**src/afr_pkg.sv**
```systemverilog
// Shared constants for the front-end register map and continuous readout
package afr_pkg;
  // Register indices; byte address on the bus is four times the index
  localparam logic [3:0] IDX_CH0    = 4'h0;
  localparam logic [3:0] IDX_CH1    = 4'h3;
  localparam logic [3:0] IDX_RSVD   = 4'h6;
  localparam logic [3:0] IDX_PHASE  = 4'h7;
  localparam logic [3:0] IDX_GAIN   = 4'h8;
  localparam logic [3:0] IDX_STAT   = 4'h9;
  localparam logic [3:0] IDX_CFGA   = 4'hA;
  localparam logic [3:0] IDX_CFGB   = 4'hB;
  localparam logic [3:0] IDX_LOOP   = 4'hC;
  localparam logic [3:0] IDX_STREAM = 4'hD;
  localparam logic [3:0] IDX_GRP1   = 4'h2;
  localparam logic [3:0] IDX_GRP2   = 4'h5;
  localparam int         ADDR_W     = 6;
  // Readout-loop control fields
  localparam int LOOP_SEL_LSB   = 0;
  localparam int LOOP_RUN_BIT   = 2;
  localparam int LOOP_START_LSB = 4;
  localparam logic [1:0] LOOP_NONE  = 2'h0;
  localparam logic [1:0] LOOP_GROUP = 2'h1;
  localparam logic [1:0] LOOP_TYPE  = 2'h2;
  localparam logic [1:0] LOOP_ALL   = 2'h3;
  // Reset values and bus answers
  localparam logic [7:0]  RST_CFG    = 8'h00;
  localparam logic [23:0] RST_SAMPLE = 24'h00_0000;
  localparam logic [1:0]  RESP_OKAY   = 2'h0;
  localparam logic [1:0]  RESP_SLVERR = 2'h2;
  localparam int SAMPLE_W   = 24;
  localparam int FIFO_DEPTH = 16;
endpackage : afr_pkg

```
**src/afr_top.sv**
```systemverilog
// Front-end register bank with sample FIFO and continuous-read sequencing
// What this block does
// - Every register is an individually addressed byte.
// - Channel 0 result at 0x00, MSB first, read-only.
// - Channel 1 result at 0x03, MSB first, read-only.
// - Registers 0x07 to 0x0B readable and writable.
// - Loop selector picks the address set looped.
// - 11 whole map, 10 type, 01 group.
// - Results held while a looped read is running (loop run bit set).
// - Both channels' three bytes refresh together.
//
// Our own choice: the AXI4-Lite interface to the registers.
`timescale 1ns/100ps
`default_nettype none

module afr_fifo #(
  parameter int WIDTH = 48,
  parameter int DEPTH = 16
) (
  input  wire logic             clk_i,     // Clock
  input  wire logic             rst_n_i,   // Async reset, active low
  input  wire logic             in_valid_i, // Write side valid
  output logic                  in_ready_o, // Write side ready
  input  wire logic [WIDTH-1:0] in_data_i, // Write data
  output logic                  out_valid_o, // Read side valid
  input  wire logic             out_ready_i, // Read side ready
  output logic      [WIDTH-1:0] out_data_o // Head word
);
  localparam int PW = $clog2(DEPTH);
  logic [WIDTH-1:0] mem [DEPTH];
  logic [PW:0]      wr_ptr;
  logic [PW:0]      rd_ptr;
  logic [PW:0]      next_wr_ptr;
  logic [PW:0]      next_rd_ptr;
  logic             push;
  logic             pop;

  assign in_ready_o  = (wr_ptr - rd_ptr) != (PW+1)'(DEPTH);
  assign out_valid_o = wr_ptr != rd_ptr;
  assign out_data_o  = mem[rd_ptr[PW-1:0]];
  assign push        = in_valid_i && in_ready_o;
  assign pop         = out_valid_o && out_ready_i;

  always_comb begin
    next_wr_ptr = push ? wr_ptr + 1'b1 : wr_ptr;
    next_rd_ptr = pop ? rd_ptr + 1'b1 : rd_ptr;
  end

  always_ff @(posedge clk_i or negedge rst_n_i) begin
    if (!rst_n_i) begin
      wr_ptr <= '0;
      rd_ptr <= '0;
    end else begin
      wr_ptr <= next_wr_ptr;
      rd_ptr <= next_rd_ptr;
    end
  end

  // Storage needs no reset; only the pointers define content
  always_ff @(posedge clk_i) begin
    if (push) begin
      mem[wr_ptr[PW-1:0]] <= in_data_i;
    end
  end
endmodule : afr_fifo

module afr_top #(
  parameter int FIFO_DEPTH = afr_pkg::FIFO_DEPTH
) (
  input  wire logic                       REF_CLK_I,       // 250 MHz clock
  input  wire logic                       RSTN_I,          // Async reset, active low
  input  wire logic [afr_pkg::SAMPLE_W-1:0] CH0_SAMPLE_I,  // Channel 0 conversion
  input  wire logic [afr_pkg::SAMPLE_W-1:0] CH1_SAMPLE_I,  // Channel 1 conversion
  input  wire logic                       SAMPLE_VALID_I,  // Sample pair offered
  output logic                            SAMPLE_READY_O,  // FIFO can take a pair
  input  wire logic [afr_pkg::ADDR_W-1:0] S_AXI_AWADDR_I,  // Write address
  input  wire logic                       S_AXI_AWVALID_I, // Write address valid
  output logic                            S_AXI_AWREADY_O, // Write address ready
  input  wire logic [31:0]                S_AXI_WDATA_I,   // Write data
  input  wire logic [3:0]                 S_AXI_WSTRB_I,   // Write strobes
  input  wire logic                       S_AXI_WVALID_I,  // Write data valid
  output logic                            S_AXI_WREADY_O,  // Write data ready
  output logic [1:0]                      S_AXI_BRESP_O,   // Write response
  output logic                            S_AXI_BVALID_O,  // Write response valid
  input  wire logic                       S_AXI_BREADY_I,  // Write response ready
  input  wire logic [afr_pkg::ADDR_W-1:0] S_AXI_ARADDR_I,  // Read address
  input  wire logic                       S_AXI_ARVALID_I, // Read address valid
  output logic                            S_AXI_ARREADY_O, // Read address ready
  output logic [31:0]                     S_AXI_RDATA_O,   // Read data
  output logic [1:0]                      S_AXI_RRESP_O,   // Read response
  output logic                            S_AXI_RVALID_O,  // Read data valid
  input  wire logic                       S_AXI_RREADY_I   // Read data ready
);
  typedef enum logic [1:0] {WR_IDLE = 2'b01, WR_RESP = 2'b10} afr_wr_t;
  typedef enum logic [1:0] {RD_IDLE = 2'b01, RD_RESP = 2'b10} afr_rd_t;

  // Byte view of the map, shared by single and looped reads
  function automatic logic [7:0] afr_byte(input logic [3:0] idx, input logic [23:0] c0,
      input logic [23:0] c1, input logic [39:0] cfg);
    logic [7:0] b;
    b = 8'h00;
    unique case (idx)
      4'h0: b = c0[23:16];
      4'h1: b = c0[15:8];
      4'h2: b = c0[7:0];
      4'h3: b = c1[23:16];
      4'h4: b = c1[15:8];
      4'h5: b = c1[7:0];
      4'h7: b = cfg[7:0];
      4'h8: b = cfg[15:8];
      4'h9: b = cfg[23:16];
      4'hA: b = cfg[31:24];
      4'hB: b = cfg[39:32];
      default: b = 8'h00;        // Reserved slot and beyond read zero
    endcase
    return b;
  endfunction : afr_byte

  // Set bounds; lo=1 gives the first address, lo=0 the last
  function automatic logic [3:0] afr_bound(input logic [1:0] sel, input logic [3:0] p,
      input logic lo);
    logic [3:0] f;
    logic [3:0] l;
    f = p;
    l = p;
    unique case (sel)
      afr_pkg::LOOP_GROUP: begin
        if (p <= afr_pkg::IDX_GRP1) begin
          f = afr_pkg::IDX_CH0;
          l = afr_pkg::IDX_GRP1;
        end else if (p <= afr_pkg::IDX_GRP2) begin
          f = afr_pkg::IDX_CH1;
          l = afr_pkg::IDX_GRP2;
        end else if (p <= afr_pkg::IDX_GAIN) begin
          f = afr_pkg::IDX_PHASE;
          l = afr_pkg::IDX_GAIN;
        end else begin
          f = afr_pkg::IDX_STAT;
          l = afr_pkg::IDX_CFGB;
        end
      end
      afr_pkg::LOOP_TYPE: begin
        f = (p <= afr_pkg::IDX_GRP2) ? afr_pkg::IDX_CH0 : afr_pkg::IDX_PHASE;
        l = (p <= afr_pkg::IDX_GRP2) ? afr_pkg::IDX_GRP2 : afr_pkg::IDX_CFGB;
      end
      afr_pkg::LOOP_ALL: begin
        f = afr_pkg::IDX_CH0;
        l = afr_pkg::IDX_CFGB;
      end
      default: begin             // No loop: address stays put
        f = p;
        l = p;
      end
    endcase
    return lo ? f : l;
  endfunction : afr_bound

  logic [47:0]  fifo_q;
  logic         fifo_valid;
  logic         pop;
  logic [23:0]  ch0_q;
  logic [23:0]  ch1_q;
  logic [23:0]  next_ch0_q;
  logic [23:0]  next_ch1_q;
  logic [39:0]  cfg;
  logic [39:0]  next_cfg;
  logic [1:0]   loop_sel;
  logic         loop_run;
  logic [3:0]   loop_ptr;
  logic [1:0]   next_loop_sel;
  logic         next_loop_run;
  logic [3:0]   next_loop_ptr;
  afr_wr_t      wr_st;
  afr_wr_t      next_wr_st;
  logic         aw_got;
  logic         w_got;
  logic         next_aw_got;
  logic         next_w_got;
  logic [3:0]   wr_idx;
  logic [3:0]   next_wr_idx;
  logic [7:0]   wr_byte;
  logic [7:0]   next_wr_byte;
  logic         wr_en;
  logic         next_wr_en;
  logic [1:0]   bresp;
  logic [1:0]   next_bresp;
  logic         wr_do;
  afr_rd_t      rd_st;
  afr_rd_t      next_rd_st;
  logic [31:0]  rdata;
  logic [31:0]  next_rdata;
  logic [1:0]   rresp;
  logic [1:0]   next_rresp;
  logic [3:0]   ar_idx;
  logic         ar_take;
  logic         rd_adv;
  logic         wr_loop;

  afr_fifo #(
    .WIDTH (48),
    .DEPTH (FIFO_DEPTH)
  ) u_fifo (
    .clk_i       (REF_CLK_I),
    .rst_n_i     (RSTN_I),
    .in_valid_i  (SAMPLE_VALID_I),
    .in_ready_o  (SAMPLE_READY_O),
    .in_data_i   ({CH1_SAMPLE_I, CH0_SAMPLE_I}),
    .out_valid_o (fifo_valid),
    .out_ready_i (!loop_run),
    .out_data_o  (fifo_q)
  );

  // A running loop freezes the results; the FIFO absorbs the stall
  assign pop = fifo_valid && !loop_run;

  always_comb begin
    next_ch0_q = pop ? fifo_q[23:0] : ch0_q;
    next_ch1_q = pop ? fifo_q[47:24] : ch1_q;
  end

  // Write channel: address and data taken in either order
  assign S_AXI_AWREADY_O = (wr_st == WR_IDLE) && !aw_got;
  assign S_AXI_WREADY_O  = (wr_st == WR_IDLE) && !w_got;
  assign S_AXI_BVALID_O  = (wr_st == WR_RESP);
  assign S_AXI_BRESP_O   = bresp;
  assign wr_do           = (wr_st == WR_IDLE) && aw_got && w_got;
  assign wr_loop         = wr_do && wr_en && (wr_idx == afr_pkg::IDX_LOOP);

  always_comb begin
    next_wr_st   = wr_st;
    next_aw_got  = aw_got;
    next_w_got   = w_got;
    next_wr_idx  = wr_idx;
    next_wr_byte = wr_byte;
    next_wr_en   = wr_en;
    next_bresp   = bresp;
    if (S_AXI_AWVALID_I && S_AXI_AWREADY_O) begin
      next_aw_got = 1'b1;
      next_wr_idx = S_AXI_AWADDR_I[afr_pkg::ADDR_W-1:2];
    end
    if (S_AXI_WVALID_I && S_AXI_WREADY_O) begin
      next_w_got   = 1'b1;
      next_wr_byte = S_AXI_WDATA_I[7:0];
      next_wr_en   = S_AXI_WSTRB_I[0];
    end
    if (wr_do) begin
      next_wr_st = WR_RESP;
      next_bresp = (wr_idx > afr_pkg::IDX_STREAM) ? afr_pkg::RESP_SLVERR : afr_pkg::RESP_OKAY;
    end
    if ((wr_st == WR_RESP) && S_AXI_BREADY_I) begin
      next_wr_st  = WR_IDLE;
      next_aw_got = 1'b0;
      next_w_got  = 1'b0;
    end
  end

  // Configuration bytes; result and reserved slots ignore writes
  always_comb begin
    next_cfg = cfg;
    if (wr_do && wr_en && wr_idx >= afr_pkg::IDX_PHASE && wr_idx <= afr_pkg::IDX_CFGB) begin
      next_cfg[(wr_idx - afr_pkg::IDX_PHASE)*8 +: 8] = wr_byte;
    end
  end

  // Read channel and loop pointer
  assign S_AXI_ARREADY_O = (rd_st == RD_IDLE);
  assign S_AXI_RVALID_O  = (rd_st == RD_RESP);
  assign S_AXI_RDATA_O   = rdata;
  assign S_AXI_RRESP_O   = rresp;
  assign ar_idx          = S_AXI_ARADDR_I[afr_pkg::ADDR_W-1:2];
  assign ar_take         = S_AXI_ARVALID_I && S_AXI_ARREADY_O;
  assign rd_adv          = ar_take && (ar_idx == afr_pkg::IDX_STREAM);

  always_comb begin
    next_rd_st = rd_st;
    next_rdata = rdata;
    next_rresp = rresp;
    if (ar_take) begin
      next_rd_st = RD_RESP;
      next_rresp = afr_pkg::RESP_OKAY;
      if (ar_idx == afr_pkg::IDX_LOOP) begin
        next_rdata = {24'h00_0000, loop_ptr, 1'b0, loop_run, loop_sel};
      end else if (ar_idx == afr_pkg::IDX_STREAM) begin
        next_rdata = {24'h00_0000, afr_byte(loop_ptr, ch0_q, ch1_q, cfg)};
      end else if (ar_idx > afr_pkg::IDX_STREAM) begin
        next_rdata = 32'h0000_0000;
        next_rresp = afr_pkg::RESP_SLVERR;
      end else begin
        next_rdata = {24'h00_0000, afr_byte(ar_idx, ch0_q, ch1_q, cfg)};
      end
    end
    if ((rd_st == RD_RESP) && S_AXI_RREADY_I) begin
      next_rd_st = RD_IDLE;
    end
  end

  always_comb begin
    next_loop_sel = loop_sel;
    next_loop_run = loop_run;
    next_loop_ptr = loop_ptr;
    if (wr_loop) begin
      next_loop_sel = wr_byte[afr_pkg::LOOP_SEL_LSB +: 2];
      next_loop_run = wr_byte[afr_pkg::LOOP_RUN_BIT];
      next_loop_ptr = wr_byte[afr_pkg::LOOP_START_LSB +: 4];
    end else if (rd_adv) begin
      if (loop_ptr == afr_bound(loop_sel, loop_ptr, 1'b0)) begin
        next_loop_ptr = afr_bound(loop_sel, loop_ptr, 1'b1);
      end else begin
        next_loop_ptr = loop_ptr + 4'h1;
      end
    end
  end

  always_ff @(posedge REF_CLK_I or negedge RSTN_I) begin
    if (!RSTN_I) begin
      ch0_q    <= afr_pkg::RST_SAMPLE;
      ch1_q    <= afr_pkg::RST_SAMPLE;
      cfg      <= {5{afr_pkg::RST_CFG}};
      loop_sel <= afr_pkg::LOOP_NONE;
      loop_run <= 1'b0;
      loop_ptr <= afr_pkg::IDX_CH0;
      wr_st    <= WR_IDLE;
      aw_got   <= 1'b0;
      w_got    <= 1'b0;
      wr_idx   <= 4'h0;
      wr_byte  <= 8'h00;
      wr_en    <= 1'b0;
      bresp    <= afr_pkg::RESP_OKAY;
      rd_st    <= RD_IDLE;
      rdata    <= 32'h0000_0000;
      rresp    <= afr_pkg::RESP_OKAY;
    end else begin
      ch0_q    <= next_ch0_q;
      ch1_q    <= next_ch1_q;
      cfg      <= next_cfg;
      loop_sel <= next_loop_sel;
      loop_run <= next_loop_run;
      loop_ptr <= next_loop_ptr;
      wr_st    <= next_wr_st;
      aw_got   <= next_aw_got;
      w_got    <= next_w_got;
      wr_idx   <= next_wr_idx;
      wr_byte  <= next_wr_byte;
      wr_en    <= next_wr_en;
      bresp    <= next_bresp;
      rd_st    <= next_rd_st;
      rdata    <= next_rdata;
      rresp    <= next_rresp;
    end
  end
endmodule : afr_top

`default_nettype wire

```
**config.mk**
```make
export PLATFORM = sky130hd
export DESIGN_NAME = afr_top
export DESIGN_NICKNAME = d
export VERILOG_FILES = /design/src/afr_pkg.sv /design/src/afr_top.sv
export SDC_FILE = /design/constraint.sdc
export NUM_CORES = 1
export LEC_CHECK = 0
export ABC_CLOCK_PERIOD_IN_PS = 8840
export BUFFER_PORTS_ARGS = -buffer_cell sky130_fd_sc_hd__buf_2
export CAP_MARGIN = 30
export CORE_AREA = 10 10 233 346
export DETAILED_ROUTE_END_ITERATION = 10
export DIE_AREA = 0 0 243 356
export PLACE_DENSITY_LB_ADDON = 0.08
export SLEW_MARGIN = 20
export SYNTH_ARGS = -nofsm -noshare
export SYNTH_HDL_FRONTEND = slang
export SYNTH_SLANG_ARGS = --single-unit
```
**constraint.sdc**
```tcl
create_clock -name REF_CLK_I -period 8.84 [get_ports REF_CLK_I]
set_input_delay 1.326 -clock REF_CLK_I [delete_from_list [all_inputs] [get_ports REF_CLK_I]]
set_output_delay 1.326 -clock REF_CLK_I [all_outputs]
set_load 0.01 [all_outputs]
```
# == Word-level counts from Yosys, hierarchy flattened ==
# Memories as Yosys holds them, arrays and structs flattened. A register that Yosys moved wholly into a read port is not among the register bits.
# Cells that the tools add are included.
# classes
n_reduce_logical,28
shift,2
mux,35
magnitude_cmp,7
n_eq_ne,34
n_addsub,6
# op_table
cell,count
$pmux 8 s11,2
$eq 4x4->1 const B,11
$mux 4,11
$bwmux 40,1
$shift 8x34->40 const A,1
$shiftx 8x34->40,1
$neg 32->34,1
$eq 4x3->1 const B,6
$mux 8,3
$pmux 4 s3,2
$mux 2,9
$eq 4x2->1 const B,4
$logic_and 1x1->1,16
$add 5x1->5 const B,2
$reduce_bool 2->1,5
$eq 2x2->1 const B,4
$eq 4x1->1 const B,2
$gt 4x4->1 const B,2
$le 4x4->1 const B,2
$logic_not 4->1,2
$eq 2x1->1 const B,3
$mux 1,6
$ne 5x2->1 const B,1
$ne 5x5->1,1
11 further kinds,14
# word_totals
ram_bits,768
ff_bits,112
out_inout_bits,42
n_memories,1
wordCells,129
inputBits,104
# memory_table
name,depth,width,rd,rd_clocked_by_memory_dff,wr,line_no,text
u_fifo.mem,16,48,1,1,1,afr_top.sv:30,logic [WIDTH-1:0] mem [DEPTH];

# == Longest topological paths before layout ==
# depth
ltp_word,11
depth_mapped,14
mapped_depth_nobuf,11

# == Cells and area by module ==
# A second synthesis with hierarchy kept.
# unflattened
hier_cells,2189
hier_area_um2,37554.8
# by_module_without_submodules
mod,area_each_um2,cells_per_inst,instances,seq_area_each_um2
afr_fifo,30185.2,1438,1,23312.4
afr_top,7369.6,751,1,3105.5

# == Worst setup path after synthesis ==
# No wires, ideal clock.
# synth_path
kind,reg-to-reg
from,register u_fifo.rd_ptr[1]
to,memory u_fifo.mem[2][0] (enable)
slack_ps,2195
setup_time_ps,513
t_required_ps,8327
synth_period_minus_slack_ps,6645
n_path_buf,4
stages_incl_launch_ff,14
t_arrival_ps,6132
path_cell_list,dfrtp_1 clkbuf_1 clkbuf_1 clkbuf_1 inv_1 ha_1 nor2b_1 o21a_1 o21a_1 o2111ai_1 and2_1 clkbuf_1 nand2_1 nor3_1
# synth_via
elab_chain_len,5
# synth_rtl
item,line_no,text
"start, declared",afr_top.sv:32,logic [PW:0] rd_ptr;
"start signal, assigned",afr_top.sv:55,rd_ptr <= next_rd_ptr;
$sub 5x5->5,afr_top.sv:38,assign in_ready_o = (wr_ptr - rd_ptr) != (PW+1)'(DEPTH);
$ne 5x5->1,afr_top.sv:38,
net SAMPLE_READY_O,afr_top.sv:75,"output logic SAMPLE_READY_O,"
$logic_and 1x1->1,afr_top.sv:41,assign push = in_valid_i && in_ready_o;
$mux 1,afr_top.sv:61,if (push) begin
$mux 1 (implied by the code),afr_top.sv:62,mem[wr_ptr[PW-1:0]] <= in_data_i;
"end, declared",afr_top.sv:30,
# The timed path passes the listed nets, and every way through them passes these cells.

# == Final worst setup path ==
# layout_path
from,register u_fifo.rd_ptr[1]
to,memory u_fifo.mem[2][16] (enable)
# layout_via
elab_chain_len,5
# layout_rtl
item,line_no
$sub 5x5->5,afr_top.sv:38
$ne 5x5->1,afr_top.sv:38
$logic_and 1x1->1,afr_top.sv:41
$mux 1,afr_top.sv:61
$mux 1 (implied by the code),afr_top.sv:62
# No other way between the ends.

==> impl_metrics.csv <==
group,metric,value,unit
finish,area_growth_syn_to_layout,11.5,%
cts,hold_buffers,0,
critical_path,crit_required,9080,ps
global_route,first_global_vias,19590,
yosys,synth_compound_area_share,3.63,%
timing,slew_viol_final,0,
critical_path,crit_type,"reg2reg",
yosys,synthSimpleGateAreaFrac,3.37,%
route,vias,18714,
cts,clk_latency,630,ps
yosys,netlist_area,36800,um2
route,avgRoutedWirePerCell,30.0,um
timing,fin_setup_tns,0,ps
cts,cts-root-buf,"clkbuf_16",
finish,final_nets,2156,
timing,hold_slack,473,ps
timing,rsz0062_at_grt,"false",
route,routed_wl,92.9,mm
yosys,synthArstFlopShare,14.9,%
finish,fin_util,55.1,%
cts,post-cts-setup-buffer-count,0,
finish,drive_gt1_share,27.7,%
cts,cts-resized-gates,0,
cts,clock_sinks,902,
yosys,netlist.top_cell.by_area,"edfxtp_1",
route,dr.pass1.iters,5,
route,antenna_left,0,
critical_path,end_kind,"flip-flop",
global_route,grt_overflow,0,
pwr,combPwrFrac,30.8,%
yosys,ys_seq_area_share,71.7,%
yosys,ys_ff_latch,902,
pwr,internal-power,9170,uW
global_route,grt_use_total,21.7,%
floorplanning,coreArea,74500,um2
floorplanning,die_area,86500,um2
critical_path,worst-path-max-fanout,41,
yosys,synth_fa_ha_area_share,0.816,%
pwr,pwr-share-clk,26.3,%
route,drt_iter0_drc,1558,
global_route,grt_start_max_net_pins,136,
cts,clk_pin_slew,60,ps
timing,worst_slew_pin_slew,1070,ps
route,drc,0,
timing,relSlewSlack,29.0,%
pwr,p_per_area,326,nW/um2
floorplanning,top_level_ports,146,
pwr,p_sw_share,31.4,%
timing,max_freq,0.211,GHz
yosys,synth_cell_types,62,
placement,hpwl,52.8,mm
yosys,synthCells,1922,
placement,gp_congestion,0.920,
yosys,synth_edf_count,768,
critical_path,worst_setup_path_start_kind,"flip-flop",
floorplanning,die_w,243,um
yosys,synth_top_area_share,62.6,%
timing,fin_skew,17.5,ps
route,via_per_inst,6.04,
pwr,ir_worst_vdd,0.000250,V
yosys,synth.area.top_cells,"edfxtp_1 63%, mux4_2 15%, dfrtp_1 9.0%",
floorplanning,initial_utilization,49.4,%
yosys,synth_top_family_by_area,"multiplexers",
critical_path,worstPathArrival,4970,ps
yosys,synthXorXnorAreaFrac,0.404,%
yosys,ys.flop_type,"edfxtp_1",
timing,finalSetupViolCount,0,
floorplanning,rows,123,
floorplanning,die_h,356,um
cts,cts_buffer_depth,3,
min_path,min_path_type,"reg2reg",
run,maxCapViolations,0,
timing,layout_min_cycle_time,4730,ps
cts,cts_tree,"built",
yosys,synth_mux_area_share,17.6,%
timing,hold_viol_final,0,
global_route,grt_pass1_wl,137,mm
placement,portBuffers,88,
yosys,syn_avg_cell_area,19.2,um2
status,status,"complete, no violations",
pwr,leakagePower,0.0138,uW
cts,cts_htree_levels,3,
yosys,yosys_warnings,0,
global_route,antenna_found_initial,10,
cts,cts_buffers,85,
pwr,power_switching,4200,uW
pwr,pwr-share-seq,42.9,%
timing,fin_crit_sh,53.5,%
-- flip-flops by register name (all words and copies together), names as in the netlist --
signal / count
rd_st: 2
S_AXI_BRESP_O: 1
ch1_q: 24
aw_got: 1
wr_en: 1
w_got: 1
S_AXI_RDATA_O: 8
wr_st: 2
loop_sel: 2
ch0_q: 24
S_AXI_RRESP_O: 1
loop_ptr: 4
u_fifo.rd_ptr: 5
loop_run: 1
wr_idx: 4
u_fifo.mem: 768
cfg: 40
wr_byte: 8
u_fifo.wr_ptr: 5
-- layer usage --
layer	share of wire, %	vias to the layer above	global-route usage [%]
met4	4.0	8	9.29
met5	0.066	-	0
met1	40	10020	27.3
li1	-	7968	-
met2	51	533	36.7
met3	4.9	185	3.53
-- Yosys cell counts, types with 24 or more instances --
library cell / count
inv_1: 34
a21oi_1: 26
clkbuf_1: 74
edfxtp_1: 768
mux4_2: 242
nand2_1: 122
nand3_1: 25
a22oi_1: 27
nor2_1: 56
mux2_2: 67
dfrtp_1: 132
o21ai_0: 36
buf_4: 26
ha_1: 24
mux2i_1: 28
-- final cells by class --
cell class | count | area (um2)
Antenna cell | 5 | 12.5
Clock buffer | 109 | 2300
Clock inverter | 44 | 335
Fill cell | 5862 | 33400
Inverter | 36 | 138
Multi-Input combinational cell | 874 | 9730
Sequential cell | 902 | 26400
Tap cell | 1000 | 1250
Timing Repair Buffer | 129 | 870
-- cell families after synthesis --
group,after synthesis
muxes,337
DFF,902
buffers and inverters,171
AOI/OAI and AO/OA,195
and+or+nand+nor,275
adders and majority gates,24
xor gates and xnor gates,17
other,1
-- final timing paths --
kind,startpoint,to,slack [ps],cells after the start
worst min register to register,wr_st[0],wr_st[0],470,2
worst max register to register,u_fifo.rd_ptr[1],u_fifo.mem[2][16],4110,10
worst max-delay path,u_fifo.rd_ptr[1],u_fifo.mem[2][16],4110,10
worst min-delay path,wr_st[0],wr_st[0],470,2
min in group asynchronous,RSTN_I,wr_en,530,1
max in group asynchronous,RSTN_I,u_fifo.rd_ptr[0],6960,3
-- power groups by stage --
stage	Clock (uW)	Sequential (uW)	Combinational (uW)
floorplan	0	5530	3070
global placement	0	5840	4080
finish	3520	5730	4120
detailed placement	0	5820	4200
CTS	3600	5740	4210
global route	3770	5780	4460
-- critical path: stages, from the launching register on --
cell	delay [ps]
dfrtp_4	800
inv_1	130
ha_1	360
nor2b_1	140
o21a_1	180
o21a_1	170
o2111ai_1	310
and2_1	320
nand2_1	270
nor3_2	740
buf_4	810
-- cells in the final DEF (no fill, tap or decap), types with 6 or more instances in the layout --
cell type,Yosys,routed
buf_2,10,88
clkbuf_1,74,19
o21ai_1,8,8
o21ai_0,36,36
clkinv_1,2,19
mux4_2,242,242
mux2i_1,28,28
ha_1,24,24
a22oi_1,27,27
nand2_1,122,122
nor3_1,18,14
buf_4,26,33
a22o_1,10,10
mux2_2,67,67
inv_6,0,6
nand4_1,6,6
nand3_1,25,25
nor2_1,56,44
clkinv_2,0,14
nor2b_1,13,13
a31oi_1,10,10
a222oi_1,7,7
nor2_4,0,12
conb_1,1,26
xnor2_1,13,13
o22ai_1,17,17
a21oi_1,26,26
and3_1,7,7
inv_1,34,34
edfxtp_1,768,768
nand2b_1,8,8
clkbuf_16,0,88
a32oi_1,8,8
dfrtp_1,132,129
-- metrics by stage --
| step | area, um2 | total power (uW) | cells | setup slack, ps |
|---|---|---|---|---|
| after global routing | 41100 | 14000 | 3096 | 3880 |
| after CTS | 41000 | 13600 | 3092 | 4030 |
| final | 41100 | 13400 | 3099 | 4110 |
| after floorplan | 36900 | 8600 | 1947 | 2200 |
| after detailed placement | 38400 | 10000 | 2939 | 4130 |
| after global placement | 38300 | 9910 | 2935 | 3570 |
(Power assumes the default switching activity.)
